### config.mk
export PLATFORM = sky130hd
export DESIGN_NAME = ppf_core
export DESIGN_NICKNAME = d
export VERILOG_FILES = /design/src/ppf_pkg.sv /design/src/ppf_core.sv
export VERILOG_INCLUDE_DIRS = /design/src /design/src/src
export SDC_FILE = /design/constraint.sdc
export NUM_CORES = 1
export LEC_CHECK = 0
export BUFFER_PORTS_ARGS = -buffer_cell sky130_fd_sc_hd__buf_2
export CORE_MARGIN = 3
export CORE_UTILIZATION = 52
export CTS_CLUSTER_SIZE = 14
export DETAILED_ROUTE_END_ITERATION = 8
export PLACE_DENSITY = 0.78
export SYNTH_ARGS = -nofsm -noshare
export SYNTH_HDL_FRONTEND = slang
export SYNTH_SLANG_ARGS = --single-unit
### constraint.sdc
create_clock -name clk_sys_in -period 2.7 [get_ports clk_sys_in]
set_clock_uncertainty 0.05 [all_clocks]
set_input_delay 0.27 -clock clk_sys_in [delete_from_list [all_inputs] [get_ports clk_sys_in]]
set_output_delay 0.27 -clock clk_sys_in [all_outputs]
set_load 0.01 [all_outputs]
### src/ppf_cfg.svh
// timing counts, opcodes and field positions of the function and timing sequencer
`ifndef PPF_CFG_SVH
`define PPF_CFG_SVH
`define PPF_CLK_NS 4
`define PPF_MAJOR_NS 500
`define PPF_MAJOR_CLKS (`PPF_MAJOR_NS / `PPF_CLK_NS)
`define PPF_OP_LONG_JUMP 6'h01
`define PPF_OP_RETURN_JUMP 6'h02
`define PPF_OP_LOAD_RELOC 6'h14
`define PPF_OP_STORE_RELOC 6'h15
`define PPF_OP_EXCHANGE 6'h16
`define PPF_OP_CS_READ 6'h30
`define PPF_OP_CS_BLOCK_READ 6'h31
`define PPF_OP_CS_WRITE 6'h32
`define PPF_OP_CS_BLOCK_WRITE 6'h33
`define PPF_OP_CHAN_IN 6'h38
`define PPF_OP_BLOCK_IN 6'h39
`define PPF_OP_BLOCK_OUT 6'h3b
`define PPF_OP_FUNC_ACC 6'h3e
`define PPF_OP_FUNC_OPND 6'h3f
`define PPF_HI_JUMP 3'h0
`define PPF_HI_SHORT 3'h1
`define PPF_HI_PAIR 3'h2
`define PPF_HI_DIRECT 3'h3
`define PPF_HI_INDIRECT 3'h4
`define PPF_HI_INDEXED 3'h5
`define PPF_HI_CENTRAL 3'h6
`define PPF_HI_CHANNEL 3'h7
`define PPF_LO_REPLACE_ADD 3'h5
`define PPF_LO_PASS_27 3'h7
`define PPF_LO_CHAN_TEST 3'h4
`define PPF_D_NOHANG_BIT 5
`define PPF_CHAN_MSB 4
`define PPF_LEN_ONE 12'h001
`define PPF_LEN_TWO 12'h002
`define PPF_LOC0_ADVANCE 12'h001
`define PPF_CYC_SHORT 16'h0001
`define PPF_CYC_LONG_JUMP 16'h0003
`define PPF_CYC_RETURN_JUMP 16'h0004
`define PPF_CYC_LOAD_RELOC 16'h0003
`define PPF_CYC_STORE_RELOC 16'h0004
`define PPF_CYC_EXCHANGE 16'h0002
`define PPF_CYC_DIR 16'h0002
`define PPF_CYC_DIR_RADD 16'h0004
`define PPF_CYC_DIR_RPM 16'h0005
`define PPF_CYC_IND 16'h0003
`define PPF_CYC_IND_RADD 16'h0005
`define PPF_CYC_IND_RPM 16'h0006
`define PPF_CYC_IDX 16'h0004
`define PPF_CYC_IDX_RADD 16'h0006
`define PPF_CYC_IDX_RPM 16'h0007
`define PPF_CYC_CS_READ 16'h000c
`define PPF_CYC_CS_WRITE 16'h0006
`define PPF_CYC_CS_RD_SETUP 16'h0007
`define PPF_CYC_CS_WR_SETUP 16'h0006
`define PPF_CYC_CS_PER_WORD 16'h0005
`define PPF_CYC_CH_SETUP 16'h0005
`define PPF_CYC_CH_WORD 16'h0001
`define PPF_CYC_CH_WORD_SHARED 16'h0002
`define PPF_CYC_CHAN 16'h0002
`endif

### src/ppf_pkg.sv
// types of the function and timing sequencer
package ppf_pkg;
  typedef enum logic [1:0] {st_idle, st_exec, st_hang, st_boot} ppf_state_t;
endpackage

### src/ppf_core.sv
// peripheral_proc channel function instructions and major-cycle timing sequencer
// Behaviour
// - processors other than 0 hang after deadstart
// - deactivation then resumes at the address held in location 0000 plus one
// - accumulator function sends low 12 bits
// - active channel without bit 5 stalls function
// - accumulator function skip suppresses transfer, p plus 1
// - operand function sends second word as code
// - operand function skip suppresses transfer, p plus 2
// - times counted in 500 ns major cycles
// - short ops one, long jump three, return four
// - relocation load three, store four cycles
// - all exchange jump variants take two cycles
// - direct ops two, replace four, plus-minus five
// - indirect ops three, replace five, plus-minus six
// - indexed ops four, replace six, plus-minus seven
// - central_store word read twelve, write six
// - block central_store transfers depend on word count
// - channel test and flag jumps take two
// - channel word input two, block input variable
// - block read seven plus five per word
// - block channel five plus one or two each
// - output, activate, deactivate, functions take two
`timescale 1ns/1ps
`default_nettype none
`include "ppf_cfg.svh"

module ppf_core #(
  parameter int PP_INDEX = 1,
  parameter int MAJOR_CLKS = `PPF_MAJOR_CLKS
) (
  input wire logic clk_sys_in,
  input wire logic rst_in,
  input wire logic instr_valid_in,
  input wire logic [5:0] opcode_in,
  input wire logic [5:0] d_in,
  input wire logic [11:0] m_in,
  input wire logic [11:0] acc_in,
  input wire logic [11:0] p_in,
  input wire logic [11:0] words_in,
  input wire logic [11:0] loc0_in,
  input wire logic chan_active_in,
  input wire logic conflict_in,
  input wire logic slot_shared_in,
  output logic ready_out,
  output logic busy_out,
  output logic hang_out,
  output logic done_out,
  output logic [11:0] p_out,
  output logic func_valid_out,
  output logic [11:0] func_word_out,
  output logic [4:0] func_chan_out
);

  // major cycles an opcode takes without conflicts
  function automatic logic [15:0] cycles_of(input logic [5:0] op, input logic [11:0] words,
                                            input logic shared);
    logic [15:0] w16;
    logic [15:0] res;
    w16 = {4'h0, words};
    res = `PPF_CYC_SHORT;
    case (op[5:3])
      `PPF_HI_JUMP: begin
        if (op == `PPF_OP_LONG_JUMP) begin
          res = `PPF_CYC_LONG_JUMP;
        end else if (op == `PPF_OP_RETURN_JUMP) begin
          res = `PPF_CYC_RETURN_JUMP;
        end
      end
      `PPF_HI_PAIR: begin
        if (op == `PPF_OP_LOAD_RELOC) begin
          res = `PPF_CYC_LOAD_RELOC;
        end else if (op == `PPF_OP_STORE_RELOC) begin
          res = `PPF_CYC_STORE_RELOC;
        end else if (op == `PPF_OP_EXCHANGE) begin
          res = `PPF_CYC_EXCHANGE;
        end else if (op[2:0] != `PPF_LO_PASS_27) begin
          res = `PPF_CYC_DIR;
        end
      end
      `PPF_HI_DIRECT: begin
        if (op[2:0] < `PPF_LO_REPLACE_ADD) res = `PPF_CYC_DIR;
        else if (op[2:0] == `PPF_LO_REPLACE_ADD) res = `PPF_CYC_DIR_RADD;
        else res = `PPF_CYC_DIR_RPM;
      end
      `PPF_HI_INDIRECT: begin
        if (op[2:0] < `PPF_LO_REPLACE_ADD) res = `PPF_CYC_IND;
        else if (op[2:0] == `PPF_LO_REPLACE_ADD) res = `PPF_CYC_IND_RADD;
        else res = `PPF_CYC_IND_RPM;
      end
      `PPF_HI_INDEXED: begin
        if (op[2:0] < `PPF_LO_REPLACE_ADD) res = `PPF_CYC_IDX;
        else if (op[2:0] == `PPF_LO_REPLACE_ADD) res = `PPF_CYC_IDX_RADD;
        else res = `PPF_CYC_IDX_RPM;
      end
      `PPF_HI_CENTRAL: begin
        case (op)
          `PPF_OP_CS_READ: res = `PPF_CYC_CS_READ;
          `PPF_OP_CS_WRITE: res = `PPF_CYC_CS_WRITE;
          `PPF_OP_CS_BLOCK_READ: res = `PPF_CYC_CS_RD_SETUP + w16 * `PPF_CYC_CS_PER_WORD;
          `PPF_OP_CS_BLOCK_WRITE: res = `PPF_CYC_CS_WR_SETUP + w16 * `PPF_CYC_CS_PER_WORD;
          default: res = `PPF_CYC_CHAN;
        endcase
      end
      `PPF_HI_CHANNEL: begin
        if (op == `PPF_OP_BLOCK_IN || op == `PPF_OP_BLOCK_OUT) begin
          res = `PPF_CYC_CH_SETUP
                + w16 * (shared ? `PPF_CYC_CH_WORD_SHARED : `PPF_CYC_CH_WORD);
        end else begin
          res = `PPF_CYC_CHAN;
        end
      end
      default: res = `PPF_CYC_SHORT;
    endcase
    return res;
  endfunction

  // instruction length in words, for the address advance
  function automatic logic [11:0] length_of(input logic [5:0] op);
    logic two;
    two = 1'b0;
    case (op[5:3])
      `PPF_HI_JUMP: two = (op == `PPF_OP_LONG_JUMP) || (op == `PPF_OP_RETURN_JUMP);
      `PPF_HI_PAIR: two = (op[2:0] < `PPF_LO_CHAN_TEST);
      `PPF_HI_INDEXED: two = 1'b1;
      `PPF_HI_CENTRAL: two = (op == `PPF_OP_CS_BLOCK_READ) || (op == `PPF_OP_CS_BLOCK_WRITE)
                             || (op[2:0] >= `PPF_LO_CHAN_TEST);
      `PPF_HI_CHANNEL: two = (op == `PPF_OP_BLOCK_IN) || (op == `PPF_OP_BLOCK_OUT)
                             || (op == `PPF_OP_FUNC_OPND);
      default: two = 1'b0;
    endcase
    return two ? `PPF_LEN_TWO : `PPF_LEN_ONE;
  endfunction

  // channel active comes from a pin; two flops before any use, third for the edge
  logic chan_act_m;
  logic chan_act_s;
  logic chan_act_d;

  always_ff @(posedge clk_sys_in or posedge rst_in) begin
    if (rst_in) begin
      chan_act_m <= 1'b0;
      chan_act_s <= 1'b0;
      chan_act_d <= 1'b0;
    end else begin
      chan_act_m <= chan_active_in;
      chan_act_s <= chan_act_m;
      chan_act_d <= chan_act_s;
    end
  end

  ppf_pkg::ppf_state_t state;
  ppf_pkg::ppf_state_t next_state;
  logic [15:0] remaining;
  logic [15:0] next_remaining;
  logic [15:0] phase;
  logic [15:0] next_phase;
  logic [11:0] p;
  logic [11:0] next_p;
  logic func_valid;
  logic next_func_valid;
  logic [11:0] func_word;
  logic [11:0] next_func_word;
  logic [4:0] func_chan;
  logic [4:0] next_func_chan;
  logic done;
  logic next_done;
  logic take;
  logic is_func;
  logic tick;
  logic deact;

  assign take = instr_valid_in && ready_out;
  assign is_func = (opcode_in == `PPF_OP_FUNC_ACC) || (opcode_in == `PPF_OP_FUNC_OPND);
  assign tick = (phase == 16'(MAJOR_CLKS - 1));
  assign deact = chan_act_d && !chan_act_s;

  always_comb begin
    next_state = state;
    next_remaining = remaining;
    next_phase = phase;
    next_p = p;
    next_func_valid = 1'b0;
    next_func_word = func_word;
    next_func_chan = func_chan;
    next_done = 1'b0;
    case (state)
      ppf_pkg::st_idle: begin
        if (take) begin
          next_p = p_in + length_of(opcode_in);
          next_phase = 16'h0000;
          next_remaining = cycles_of(opcode_in, words_in, slot_shared_in);
          if (is_func) begin
            // word is latched now so a stalled function sends what was issued
            next_func_word = (opcode_in == `PPF_OP_FUNC_ACC) ? acc_in : m_in;
            next_func_chan = d_in[`PPF_CHAN_MSB:0];
          end
          if (is_func && chan_act_s && !d_in[`PPF_D_NOHANG_BIT]) begin
            next_state = ppf_pkg::st_hang;
          end else begin
            next_state = ppf_pkg::st_exec;
            // skip form on an active channel sends nothing
            next_func_valid = is_func && !chan_act_s;
          end
        end
      end
      ppf_pkg::st_exec: begin
        if (tick) begin
          next_phase = 16'h0000;
          if (!conflict_in) begin
            if (remaining <= `PPF_CYC_SHORT) begin
              next_state = ppf_pkg::st_idle;
              next_done = 1'b1;
            end else begin
              next_remaining = remaining - `PPF_CYC_SHORT;
            end
          end
        end else begin
          next_phase = phase + 16'h0001;
        end
      end
      ppf_pkg::st_hang: begin
        if (!chan_act_s) begin
          next_func_valid = 1'b1;
          next_state = ppf_pkg::st_exec;
          next_remaining = `PPF_CYC_CHAN;
          next_phase = 16'h0000;
        end
      end
      ppf_pkg::st_boot: begin
        if (deact) begin
          next_p = loc0_in + `PPF_LOC0_ADVANCE;
          next_state = ppf_pkg::st_idle;
        end
      end
      default: next_state = ppf_pkg::st_idle;
    endcase
  end

  // deadstart is rst_in; non-zero processors wake up parked on channel input
  always_ff @(posedge clk_sys_in or posedge rst_in) begin
    if (rst_in) begin
      state <= (PP_INDEX != 0) ? ppf_pkg::st_boot : ppf_pkg::st_idle;
      remaining <= 16'h0000;
      phase <= 16'h0000;
      p <= 12'h000;
      func_valid <= 1'b0;
      func_word <= 12'h000;
      func_chan <= 5'h00;
      done <= 1'b0;
      ready_out <= (PP_INDEX == 0);
      busy_out <= (PP_INDEX != 0);
      hang_out <= (PP_INDEX != 0);
    end else begin
      state <= next_state;
      remaining <= next_remaining;
      phase <= next_phase;
      p <= next_p;
      func_valid <= next_func_valid;
      func_word <= next_func_word;
      func_chan <= next_func_chan;
      done <= next_done;
      ready_out <= (next_state == ppf_pkg::st_idle);
      busy_out <= (next_state != ppf_pkg::st_idle);
      hang_out <= (next_state == ppf_pkg::st_hang) || (next_state == ppf_pkg::st_boot);
    end
  end

  assign p_out = p;
  assign func_valid_out = func_valid;
  assign func_word_out = func_word;
  assign func_chan_out = func_chan;
  assign done_out = done;

  // helper for the timing check: clocks spent and whether a stall occurred
  logic [31:0] chk_clks;
  logic [15:0] chk_exp;
  logic chk_stalled;

  always_ff @(posedge clk_sys_in or posedge rst_in) begin
    if (rst_in) begin
      chk_clks <= 32'h0;
      chk_exp <= 16'h0;
      chk_stalled <= 1'b0;
    end else begin
      if (take) begin
        chk_clks <= 32'h0;
        chk_exp <= cycles_of(opcode_in, words_in, slot_shared_in);
        chk_stalled <= is_func && chan_act_s && !d_in[`PPF_D_NOHANG_BIT];
      end else if (state == ppf_pkg::st_exec) begin
        chk_clks <= chk_clks + 32'h1;
        if (tick && conflict_in) chk_stalled <= 1'b1;
      end
    end
  end
endmodule

`default_nettype wire

Yosys cells after proc, flatten, opt, wreduce, memory -nomap -nowiden
Cells that the tools add are included.
Widths: inputs -> output; s select.

word-level totals
  bits in registers = 71
  input bits = 78
  logic and storage cells = 134

cells by class
  add/subtract/negate cells = 7
  multiply operators = 2
  order comparisons = 4
  equal/unequal tests = 33
  muxes and demuxes = 50
  reductions and logical operators = 24

operators by type and width
  kind                   count
  $mux 16                11
  $pmux 16 s7            1
  $pmux 16 s3            2
  $pmux 16 s4            1
  $eq 6x6->1 const B     8
  $mux 12                3
  $add 3x15->16 const A  2
  $mux 2                 12
  $pmux 12 s2            1
  $eq 6x5->1 const B     3
  $add 16x1->16 const B  1
  $eq 16x7->1 const B    1
  $le 16x1->1 const B    1
  $sub 16x1->16 const B  1
  $add 3x14->15 const A  1
  $eq 3x3->1 const B     5
  $mul 12x3->15 const B  1
  $mux 15                1
  $mul 12x2->14          1
  $add 12x1->12 const B  1
  $add 12x2->12          1
  $mux 3                 4
  $ne 2x2->1 const B     6
  $mux 1                 11
  other kinds (20)       40

Logic depth before layout (Yosys ltp)
Gate-level depths: netlist (run 1).

  depth after elaboration = 10
  gate-level depth with buffers = 15
  depth with buffers taken out = 14

Least setup slack after synthesis (run 1)
No wires, ideal clock.

  path kind = input to register
  start point = input port slot_shared_in
  end point = register remaining[11]
  arrival time = 3088 ps
  data required time = 2581 ps
  slack = -507 ps
  stages = 12
  cells stage by stage = clkbuf_1 -> buf_1 -> mux2i_1 -> inv_1 -> ha_1 -> nor2b_1 -> o21a_1 -> a31o_1 -> o41ai_1 -> o21ai_0 -> or4_1 -> nand3_1

between the ends
  cells in the longest elaborated chain, start to end = 7

RTL lines
  element                         line             source
  from (decl)                     ppf_core.sv:44   input wire logic slot_shared_in,
  $mux 2 (no source line)         --
  $mul 12x2->14                   --
  $add 3x14->15 (no source line)  --
  $mux 15                         ppf_core.sv:106  if (op == `PPF_OP_BLOCK_IN || op == `PPF_OP_BLOCK_OUT) begin
  $pmux 16 s7                     ppf_core.sv:62   case (op[5:3])
  $mux 16                         ppf_core.sv:189  if (take) begin
  $pmux 16 s3                     ppf_core.sv:187  case (state)
  to (signal assigned)            ppf_core.sv:256  remaining <= next_remaining;
  to (decl)                       ppf_core.sv:154  logic [15:0] remaining;

No other way between the ends. The select of a mux whose other input is x is not followed.
A chain may end at the register's enable or synchronous reset.

Final worst setup path (run 1)
  start point = input port words_in[3]
  end point = register remaining[12]

between the ends
  cells in the longest elaborated chain, start to end = 6
  elaborated cells between the ends (all ways) = 10
  those cells by class = 3 x add/sub; 2 x mul; 5 x mux

RTL lines
  element                                                          line                             source
  from (decl)                                                      ppf_core.sv:40                   input wire logic [11:0] words_in,
  $mul 12x3->15 (no source line) or $mul 12x2->14 (tied branches)  --
  $add 3x15->16 (no source line) or $add 3x14->15 (tied branches)  --
  $pmux 16 s4 or $mux 15 (tied branches)                           ppf_core.sv:97, ppf_core.sv:106
  $pmux 16 s7 (*)                                                  ppf_core.sv:62
  $mux 16 (*)                                                      ppf_core.sv:189
  $pmux 16 s3 (*)                                                  ppf_core.sv:187

Mark *: on every way between the ends. The rest lies on a longest branch, timed or not. The select of a mux whose other input is x is not followed.

==> results.md, run 1 <==
- Routed wire per std cell: ~15 um
- Seq. cell area: about 1800 um2
- GRT overflow: 0
- Multi-input logic area: ~4400 um2
- Arr. time, crit path: 2780 ps
- Skew-Pair Late Insertion Delay: around 330 ps
- Global-route wire length before repair: between 20000 and 30000 um
- WHS: approximately 120 ps
- Synth area leaders: dfrtp_1 27%, ha_1 9.7%, o21ai_0 7.1%
- Starting Density: between 50 and 60%
- Final hold vios: 0
- Status: finished, final reports clean
- Total CTS buffers: 9
- Data required time of the worst path: 2840 ps
- M3 GR Usage: 2.89%
- Critical path class: in -> reg
- CTS tree: yes
- Routability Congestion: ~0.9
- Die height: between 100 and 150 um
- Met1 usage: 31.2%
- Max-cap violations: 0
- Share of layout cells above drive strength 1: ~29%
- Final min period: roughly 2600 ps
- Count leader, synth: o21ai_0
- First drt pass iteration count: 5
- Number of synthesized flops with an enable pin: 0
- RSZ-0062 raised after global routing: true
- Synth Flop Type: dfrtp_1
- Period utilization: between 90% and 100%
- Clock slew at reported path FFs: around 60 ps
- Core Util, Final: 69.8%
- Port bufs: between 100 and 150
- Overall Global Routing Usage: around a quarter
- Largest net degree at the start of global routing: 72
- Leak Pwr: 3.71 nW
- Worst path cell trace: buf_8, ha_4, ha_4, inv_2, fa_2, nand2b_4, a2111oi_4, a211oi_2, nor4_4, nand4_1, a221o_1, a21boi_1, a221oi_1
- Clk sinks: 71
- Max Fanout on Critical Path: 5
- DR iter-0 viols: 472
- Max-slew violations: 0
- Placeable Area: 11500 um2
- VDD IR max: around 0.38 mV
- Gr busiest metal: met2
- H-Tree Depth: 3
- Maximum clock rate: between 300 and 400 MHz
- Post-route ant nets: 0
- Synth warn: 0
- Setup crit end kind: flop
- Maximum root-to-sink buffer count: 2
- M2 GR Usage: 41.0%
- Number of global-route vias before repair: 5791
- Async SR Flop Fraction: 100%
- Synth Cell Area: ~6000 um2
- Power Density: roughly 670 nW/um2
- Synth cell count leaders: 87 x o21ai_0, 84 x nand2_1, 67 x dfrtp_1, 66 x nor2_1, 48 x ha_1
- HPWL after DPL: between 10000 and 15000 um
- Avg Synthesized Cell Area: between 8 and 9 um2
- # rows: 39
- Critical path's slowest cell: fa_2
- Detailed-route via count: approximately 6000
- Synth top area share: about 27%
- Yosys cell types: 78
- #FFs+latches synth: between 70 and 80
- P&R area growth vs syn: 30.4%
- Worst setup SP type: input pin
- Cell with the most instances on the worst path: ha_4
- # IOs: 112
- Initial antenna violation count: 0
- Tightest Hold Check Type: in -> reg
- Routed WL: ~16000 um
- Layout Nets: around 1100
- Filler cell count: 922
- Die X: between 100 and 150 um
- Clock root cell: clkbuf_16
- Drt drc: 0
- Setup Viol. Count Final: 0
- Post-Syn Instances: 753
- Diode count: 0
- Full die area: ~13000 um2
- CP max stage delay: around 370 ps
- Routed vias/inst: between 5 and 6
- Yosys top cell by area: dfrtp_1
- Seq/Total Area, Yosys: just under 30%
==> worst paths after layout <==
check                                     start                   endpoint  slack (ps)  cells after the start
min in group asynchronous                rst_in      phase[11]$_DFFE_PP0P_         530                      4
max in group asynchronous                rst_in         state[1]$_DFF_PP1_        1730                      4
hold reg to reg            chan_act_m$_DFF_PP0_       chan_act_s$_DFF_PP0_         300                      0
hold / removal                      conflict_in         done_out$_DFF_PP0_         120                      2
setup reg to reg             state[0]$_DFF_PP1_  remaining[13]$_DFFE_PP0P_         150                      9
setup / recovery                    words_in[3]  remaining[12]$_DFFE_PP0P_          60                     13
==> registers in the layout, summed over array words and instances (netlist names), 2 cells and up <==
| signal | flops |
|---|---|
| remaining | 16 |
| func_chan_out | 5 |
| state | 2 |
| func_word_out | 12 |
| phase | 16 |
| p_out | 12 |
==> cells in the final DEF (no fill, tap or decap), types with 13 or more instances in the layout <==
cell	count
buf_2	109
buf_4	93
o21ai_0	85
nand2_1	84
dfrtp_1	67
nor2_1	65
ha_1	40
inv_1	33
a21oi_1	33
nand3_1	26
xnor2_1	24
xor2_1	24
mux2i_1	17
nor3_1	16
mux2_2	14
nand4_1	13
==> logic make-up (layout without fill, tap and decap cells) <==
kind of cell	count (synthesis)	after routing	synth area share, %
AO/OA/AOI/OAI	205	205	21.1
XOR/XNOR	51	51	7.55
adder cells (fa/ha/maj)	51	51	10.7
buffers and inverters	65	257	4.04
flip-flops	71	71	28.9
multiplexers	31	31	5.32
other	2	10	0.122
AND/OR/NAND/NOR	277	277	22.2
==> routing by layer <==
metal	share of wire (%)	vias up	routed length, um
met5	0	-	0
met1	44	2862	6920
met2	50	172	7990
met4	2.1	0	336
met3	4.1	32	649
li1	-	3092	-
==> through the flow <==
| stage | worst slack (ps) | area, um2 | TNS [ps] | total power, W | std cells |
|---|---|---|---|---|---|
| 2_1_floorplan | -41.9 | 6340 | -41.9 | 0.00323 | 761 |
| 3_3_place_gp | -205 | 7640 | -988 | 0.00409 | 1076 |
| 3_5_place_dp | -305 | 7640 | -1660 | 0.00415 | 1076 |
| 4_1_cts | 41.6 | 7940 | 0 | 0.00533 | 1093 |
| 5_1_grt | -117 | 8030 | -221 | 0.00576 | 1096 |
| 6_report | 64.2 | 8030 | 0 | 0.00535 | 1096 |
==> power by group <==
part	switching [W]	total, W	internal, W
clock	0.000430	0.00114	0.000707
sequential	0.000201	0.00156	0.00136
combinational	0.00150	0.00265	0.00115
==> critical path, delay by kind of cell <==
kind	cells	cell delay (ps)
AO/OA/AOI/OAI	5	1000
adder cells (fa/ha/maj)	3	750
buffers and inverters	2	130
AND/OR/NAND/NOR	3	600
==> layout make-up <==
| type | count | share of cell area [%] |
|---|---|---|
| multi-input combinational | 625 | 54.2 |
| sequential | 71 | 22.2 |
| timing repair buffer | 207 | 16.3 |
| clock buffer | 11 | 2.90 |
| tap | 143 | 2.23 |
| inverter | 35 | 1.64 |
| clock inverter | 4 | 0.592 |
==> what timing repair did <==
item / CTS / global route
endpoints found under the setup margin: 0 / 6
hold buffers: 2 / 0
resized for setup: 0 / 13
hold endpoints to repair: 59 / 0
setup buffers: 0 / 3
No activity file was read; power rests on OpenSTA's default activity.
==> run 2: changes to the inputs <==
Settings changed: ABC_AREA set to 1.
==> results.md, run 2 <==
- Seq. cell area: 1780 um2 (unchanged)
- Synth area leaders: dfrtp_1 25%, nand2_1 14%, ha_1 9.1%
- Post-route ant nets: 0 (unchanged)
- Cell with the most instances on the worst path: nand2_1
- VDD IR max: 0.267 mV (-29%)
- Max-slew violations: 0 (unchanged)
- Final instance area: 8250 um2 (+2.7%)
- P&R area growth vs syn: 25.0%
- Crit path max-delay family: adder cells
- Status: finished, final reports clean
- Clock root cell: clkbuf_16
- Worst Setup SP: words_in[1]
- Final hold vios: 0 (unchanged)
- Reg2reg start: state[0]$_DFF_PP1_
- Largest net degree at the start of global routing: 38 (-47%)
- Share of layout cells above drive strength 1: 22.3% (-7.1 points)
- Yosys cell types: 50 (-36%)
- Avg Synthesized Cell Area: 6.53 um2 (-20%)
- Count leader, synth: nand2_1
- Routed vias/inst: 5.29 (-5.9%)
- Async SR Flop Fraction: 100% (unchanged)
- Global-route wire length before repair: 29600 um (+12%)
- CTS tree: yes
- Diode count: 0 (unchanged)
- GRT overflow: 0 (unchanged)
- Final min period: 2480 ps (-155 ps)
- Placeable Area: 12200 um2 (+6.0%)
- Buf/Inv on CP: 3 (+1)
- Synth Cell Area: 6600 um2 (+7.2%)
- Most common cell after layout, fill and taps aside: nand2_1
- Post-Place Cells: 1353 (+26%)
- DR iter-0 viols: 602 (+28%)
- Synth warn: 0 (unchanged)
- Power Density: 386 nW/um2 (-42%)
- Yosys top cell by area: dfrtp_1
- # rows: 40 (+2.6%)
- Total CTS buffers: 9 (unchanged)
- Data required time of the worst path: 2900 ps (+60 ps)
- Multi-input logic area: 4290 um2 (-1.5%)
- Period utilization: 91.9% (-5.7 points)
- Synth top area share: 25.4% (-1.8 points)
- Max Fanout on Critical Path: 6 (+1)
- H-Tree Depth: 3 (unchanged)
- HPWL after DPL: 13900 um (+11%)
- # IOs: 112 (unchanged)
- Maximum root-to-sink buffer count: 2 (unchanged)
- Slew Limit Headroom: between 40% and 50%
- Placed Area: 7890 um2 (+3.3%)
- Number of synthesized flops with an enable pin: 0 (unchanged)
- Filler cell count: 1095 (+19%)
- Regs by FF count: phase x16, remaining x16
- Die height: 119 um (+3.3%)
- Skew-Pair Late Insertion Delay: 330 ps (about the same)
- Layout Nets: 1329 (+23%)
- Critical path class: in -> reg
- Core Util, Final: 67.6% (-2.2 points)
- Seq/Total Area, Yosys: 27.0% (-1.9 points)
- Worst setup SP type: input pin
- First drt pass iteration count: 7 (+2)
- Post-route insts no fill: 1373 (+25%)
- WHS: 38.6 ps (-77.5 ps)
- Post-Syn Instances: 1012 (+34%)
- Setup crit end kind: flop
- CP max stage delay: 420 ps (+50 ps)
- Synth Flop Type: dfrtp_1
- Critical R2R Capture: phase[15]$_DFFE_PP0P_
- Initial antenna violation count: 0 (unchanged)
- Port bufs: 111 (unchanged)
- Most frequent cells in the layout: 254 x nand2_1, 138 x inv_1, 114 x nor2_1
- RSZ-0062 raised after global routing: false
- Clock slew at reported path FFs: 60 ps (about the same)
- Routed wire per std cell: 12.6 um (-13%)
- Routed WL: 17300 um (+8.6%)
- Synth cell count leaders: 254 x nand2_1, 139 x inv_1, 119 x nor2_1, 83 x nand3_1, 67 x dfrtp_1
- Setup Viol. Count Final: 0 (unchanged)
- Tightest Hold Check Type: in -> async
- Routability Congestion: 0.939 (+3.0%)
- Starting Density: 54.1% (+0.57 points)
- Overall Global Routing Usage: 24.7% (+0.68 points)
- Die X: 119 um (+3.3%)
- Critical path's slowest cell: fa_1
- Max-cap violations: 0 (unchanged)
- Worst path cell trace: buf_2, ha_1, ha_1, inv_1, fa_1, inv_1, nand3_1, nand2_2, xor2_4, nand2_1, nor2_4, nand3_1, o21ai_1, nand2_1, nand2_1, nand2_1, a21oi_1
- R2R cell count: 14 (+5)
- Arr. time, crit path: 2680 ps (-100 ps)
- Drt drc: 0 (unchanged)
- Total Negative Setup Slacks: 0 ps (unchanged)
- Slew at the pin closest to its max-slew limit: slightly below 800 ps
- #FFs+latches synth: 71 (unchanged)
- Maximum clock rate: 403 MHz (+6.2%)
- Number of global-route vias before repair: 6572 (+13%)
- Detailed-route via count: 7258 (+18%)
- Leak Pwr: 4.52 nW (+22%)
- Clk sinks: 71 (unchanged)
- Full die area: 14100 um2 (+6.8%)
- FF-to-FF setup slack: 320 ps (+170 ps)
run 2: cell types whose count changed in the layout (fill, tap and decap cells not counted), sizes merged, moves of 13 or more:
cell | before | now
xor2 | 24 | 11
mux2i | 17 | 0
o21ai | 89 | 66
inv | 35 | 148
nand2 | 85 | 267
buf | 205 | 182
xnor2 | 27 | 2
a21oi | 35 | 65
nand3 | 27 | 84
nor2 | 68 | 125
run 2: worst max path at each step:
stage                                      to  slack [ps]  cells past startpoint
floorplan               p_out[10]$_DFFE_PP0P_           7                     18
global placement         p_out[7]$_DFFE_PP0P_         -40                     19
detailed placement  remaining[10]$_DFFE_PP0P_        -100                     17
CTS                     p_out[10]$_DFFE_PP0P_         230                     17
global route            p_out[11]$_DFFE_PP0P_           7                     19
finish              remaining[14]$_DFFE_PP0P_         220                     17
run 2: repair_timing:
| item | in CTS | in global routing |
|---|---|---|
| resized for setup | 0 | 6 |
| buffers inserted | 0 | 3 |
| hold endpoints to repair | 1 | 0 |
| setup endpoints to repair | 0 | 6 |
| hold buffers | 1 | 0 |
run 2: worst register-to-register path: cells and delay by family (launching register included):
kind,cells,cell delay (ps)
compound gates,2,240
fa+ha+maj,1,230
buf+inv,3,310
flops,1,590
simple gates,8,910
run 2: per-stage QoR:
| stage | total power (W) | worst slack (ps) |
|---|---|---|
| 6_report | 0.00318 | 219 |
| 5_1_grt | 0.00337 | 6.92 |
| 4_1_cts | 0.00319 | 226 |
| 3_5_place_dp | 0.00196 | -104 |
| 3_3_place_gp | 0.00194 | -39.4 |
| 2_1_floorplan | 0.00164 | 6.50 |
run 2: area by class of cell:
cell class	instances	area share (%)
Clock inverter	7	1.03
Multi-Input combinational cell	788	51.9
Clock buffer	9	2.73
Inverter	147	6.70
Sequential cell	71	21.6
Tap cell	168	2.55
Timing Repair Buffer	183	13.5
run 2: cell families after synthesis:
logic type,after synthesis,synth area share [%]
buf+inv,161,9.28
mux,14,2.39
xor+xnor,13,2.01
simple gates,525,34.3
compound gates,175,14.9
other cells,2,0.114
fa+ha+maj,51,10.0
flops,71,27.0
run 2: where the power goes:
| group | leakage [nW] | internal (W) | total (W) | switching (W) |
|---|---|---|---|---|
| Combinational | 3.42 | 0.000363 | 0.000887 | 0.000524 |
| Clock | 0.146 | 0.000735 | 0.00123 | 0.000492 |
| Sequential | 0.956 | 0.00107 | 0.00107 | 0.00000152 |
| Total | 4.52 | 0.00216 | 0.00318 | 0.00102 |
run 2: per-layer routing:
layer | share of wire [%] | GRT usage, %
met1 | 45 | 33.5
met4 | 1.3 | 6.01
met3 | 5.4 | 3.64
met2 | 48 | 41.5
met5 | 0 | 0
==> run 3: changes to the inputs <==
Settings changed: CORE_UTILIZATION 52 to 58, PLACE_DENSITY 0.78 to 0.82.
Clock period 2.7 ns to 2.3 ns, I/O delays scaled along.
==> results.md, run 3 (synthesis results as in run 2) <==
- Routed WL: 22400 um (+30%)
- Data required time of the worst path: 2490 ps (-410 ps)
- Post-route ant nets: 0 (unchanged)
- Status: finished with violations
- Routability Congestion: 0.920 (-2.0%)
- Met1 wire length: 8770 um (+12%)
- Routed length on met2: 11200 um (+35%)
- Overall Global Routing Usage: 31.9% (+7.2 points)
- Total CTS buffers: 9 (unchanged)
- Initial antenna violation count: 0 (unchanged)
- Largest net degree at the start of global routing: 43 (+13%)
- CTS tree: yes
- H-Tree Depth: 3 (unchanged)
- Max Fanout on Critical Path: 5 (-1)
- Slew Limit Headroom: 58.6% (+11 points)
- Routed vias/inst: 5.62 (+6.2%)
- Number of global-route vias before repair: 7385 (+12%)
- Final hold vios: 0 (unchanged)
- Pwr Total: 0.00407 W (+28%)
- GRT overflow: 0 (unchanged)
- Detailed-route via count: 8003 (+10%)
- Setup crit end kind: flop
- Pre-CTS WS: -492 ps (-388 ps)
- Max layer used: met4
- Port bufs: 111 (unchanged)
- First drt pass iteration count: 6 (-1)
- Critical path class: in -> reg
- Global-route wire length before repair: 33600 um (+14%)
- Met3 WL: 1400 um (+51%)
- Routed wire per std cell: 15.7 um (+25%)
- P&R area growth vs syn: 41.2%
- Full die area: 12700 um2 (-9.8%)
- Slew at the pin closest to its max-slew limit: 620 ps (-165 ps)
- Diode count: 0 (unchanged)
- Max-slew violations: 0 (unchanged)
- Leak Pwr: 4.95 nW (+9.6%)
- Regs by FF count: phase x16, remaining x16
- Maximum clock rate: around 410 MHz
- Most common cell after layout, fill and taps aside: nand2_1
- Die X: 113 um (-5.0%)
- Clk sinks: 71 (unchanged)
- Failing checks: setup timing
- VDD IR max: 0.629 mV (+140%)
- Die height: 113 um (-5.0%)
- HPWL after DPL: 15200 um (+9.6%)
- Setup Viol. Count Final: 7 (+7)
- # rows: 38 (-5.0%)
- Clock root cell: clkbuf_16
- Period utilization: 107%
- Arr. time, crit path: 2650 ps (-30 ps)
- Most frequent cells in the layout: 239 x nand2_1, 142 x buf_4, 125 x inv_1
- Share of layout cells above drive strength 1: 33.7% (+11 points)
- Layout Nets: 1409 (+6.0%)
- Final worst setup slack: -155 ps (-374 ps)
- Power Density: 436 nW/um2 (+13%)
- # IOs: 112 (unchanged)
- Skew-Pair Late Insertion Delay: 350 ps (+20 ps)
- Tightest Hold Check Type: in -> reg
- Total Negative Setup Slacks: -368 ps (-368 ps)
- Final instance area: 9330 um2 (+13%)
- Placed Area: 8410 um2 (+6.6%)
- Clock slew at reported path FFs: 70 ps (about the same)
- Max-cap violations: 0 (unchanged)
- Filler cell count: 642 (-41%)
- Maximum root-to-sink buffer count: 2 (unchanged)
- RSZ-0062 raised after global routing: true
- Starting Density: 60.1% (+6.0 points)
- Final min period: roughly 2500 ps
- Placeable Area: 11000 um2 (-10%)
- Drt drc: 0 (unchanged)
- Worst setup SP type: input pin
- DR iter-0 viols: 849 (+41%)
[run 3: changes by cell type in the layout (fill, tap and decap cells not counted), sizes merged]
cell         before  now
buf             182  260
bufinv            1    0
clkbuf            9   10
dlygate4sd3       1    2
inv             148  149
[run 3: per-layer routing]
layer	up-vias	GRT usage [%]
met3	104	4.44
met4	0	13.5
met1	3644	39.8
li1	3857	-
met2	398	55.3
met5	-	0
[run 3: final cells by class]
type / instances / area, um2 / share of cell area [%]
Clock inverter: 7 / 61.3 / 0.657
Timing Repair Buffer: 263 / 1810 / 19.4
Inverter: 147 / 557 / 5.97
Sequential cell: 71 / 1780 / 19.1
Multi-Input combinational cell: 788 / 4720 / 50.6
Clock buffer: 9 / 225 / 2.41
Tap cell: 140 / 175 / 1.88
[run 3: stage by stage]
stage,util [%],hold slack [ps],std cells
2_1_floorplan,-,211,1020
3_3_place_gp,76.6,281,1389
6_report,84.9,17.0,1425
4_1_cts,80.3,19.7,1414
5_1_grt,84.9,40.7,1425
3_5_place_dp,76.6,296,1389
[run 3: worst max-delay path, cell delays in order]
cell	delay, ps
buf_2	150
nand2_1	130
nor2_1	80
nand3_1	110
nand3_2	110
nor4_4	230
ha_2	250
inv_2	40
fa_2	360
nor2_4	120
nand3_2	110
nor2_4	140
inv_2	80
nor3_2	160
xor2_1	100
o211ai_1	190
nand2_1	70
[run 3: where the power goes]
part | switching (W) | internal, W | total, W
registers | 0.00000176 | 0.00125 | 0.00125
clock network | 0.000635 | 0.000751 | 0.00139
logic | 0.000780 | 0.000646 | 0.00143
total | 0.00142 | 0.00265 | 0.00407
[run 3: path summary, 6_finish.rpt]
kind                                                endpoint                 start  slack (ps)  cells past startpoint
worst max-delay path                   p_out[10]$_DFFE_PP0P_          opcode_in[0]        -160                     17
worst min-delay path            func_chan_out[4]$_DFFE_PP0P_               d_in[4]          20                      3
max in group asynchronous                 busy_out$_DFF_PP1_                rst_in        1030                      4
min in group asynchronous           func_valid_out$_DFF_PP0_                rst_in         460                      3
worst min register to register          chan_act_s$_DFF_PP0_  chan_act_m$_DFF_PP0_         320                      0
worst max register to register     remaining[12]$_DFFE_PP0P_    state[0]$_DFF_PP1_          40                     12
[run 3: timing repair]
item	in CTS	in global routing
hold endpoints to repair	28	0
hold buffers	2	0
buffers inserted	7	12
gates resized for setup	16	111
pin swaps	5	64
setup endpoints to repair	6	32
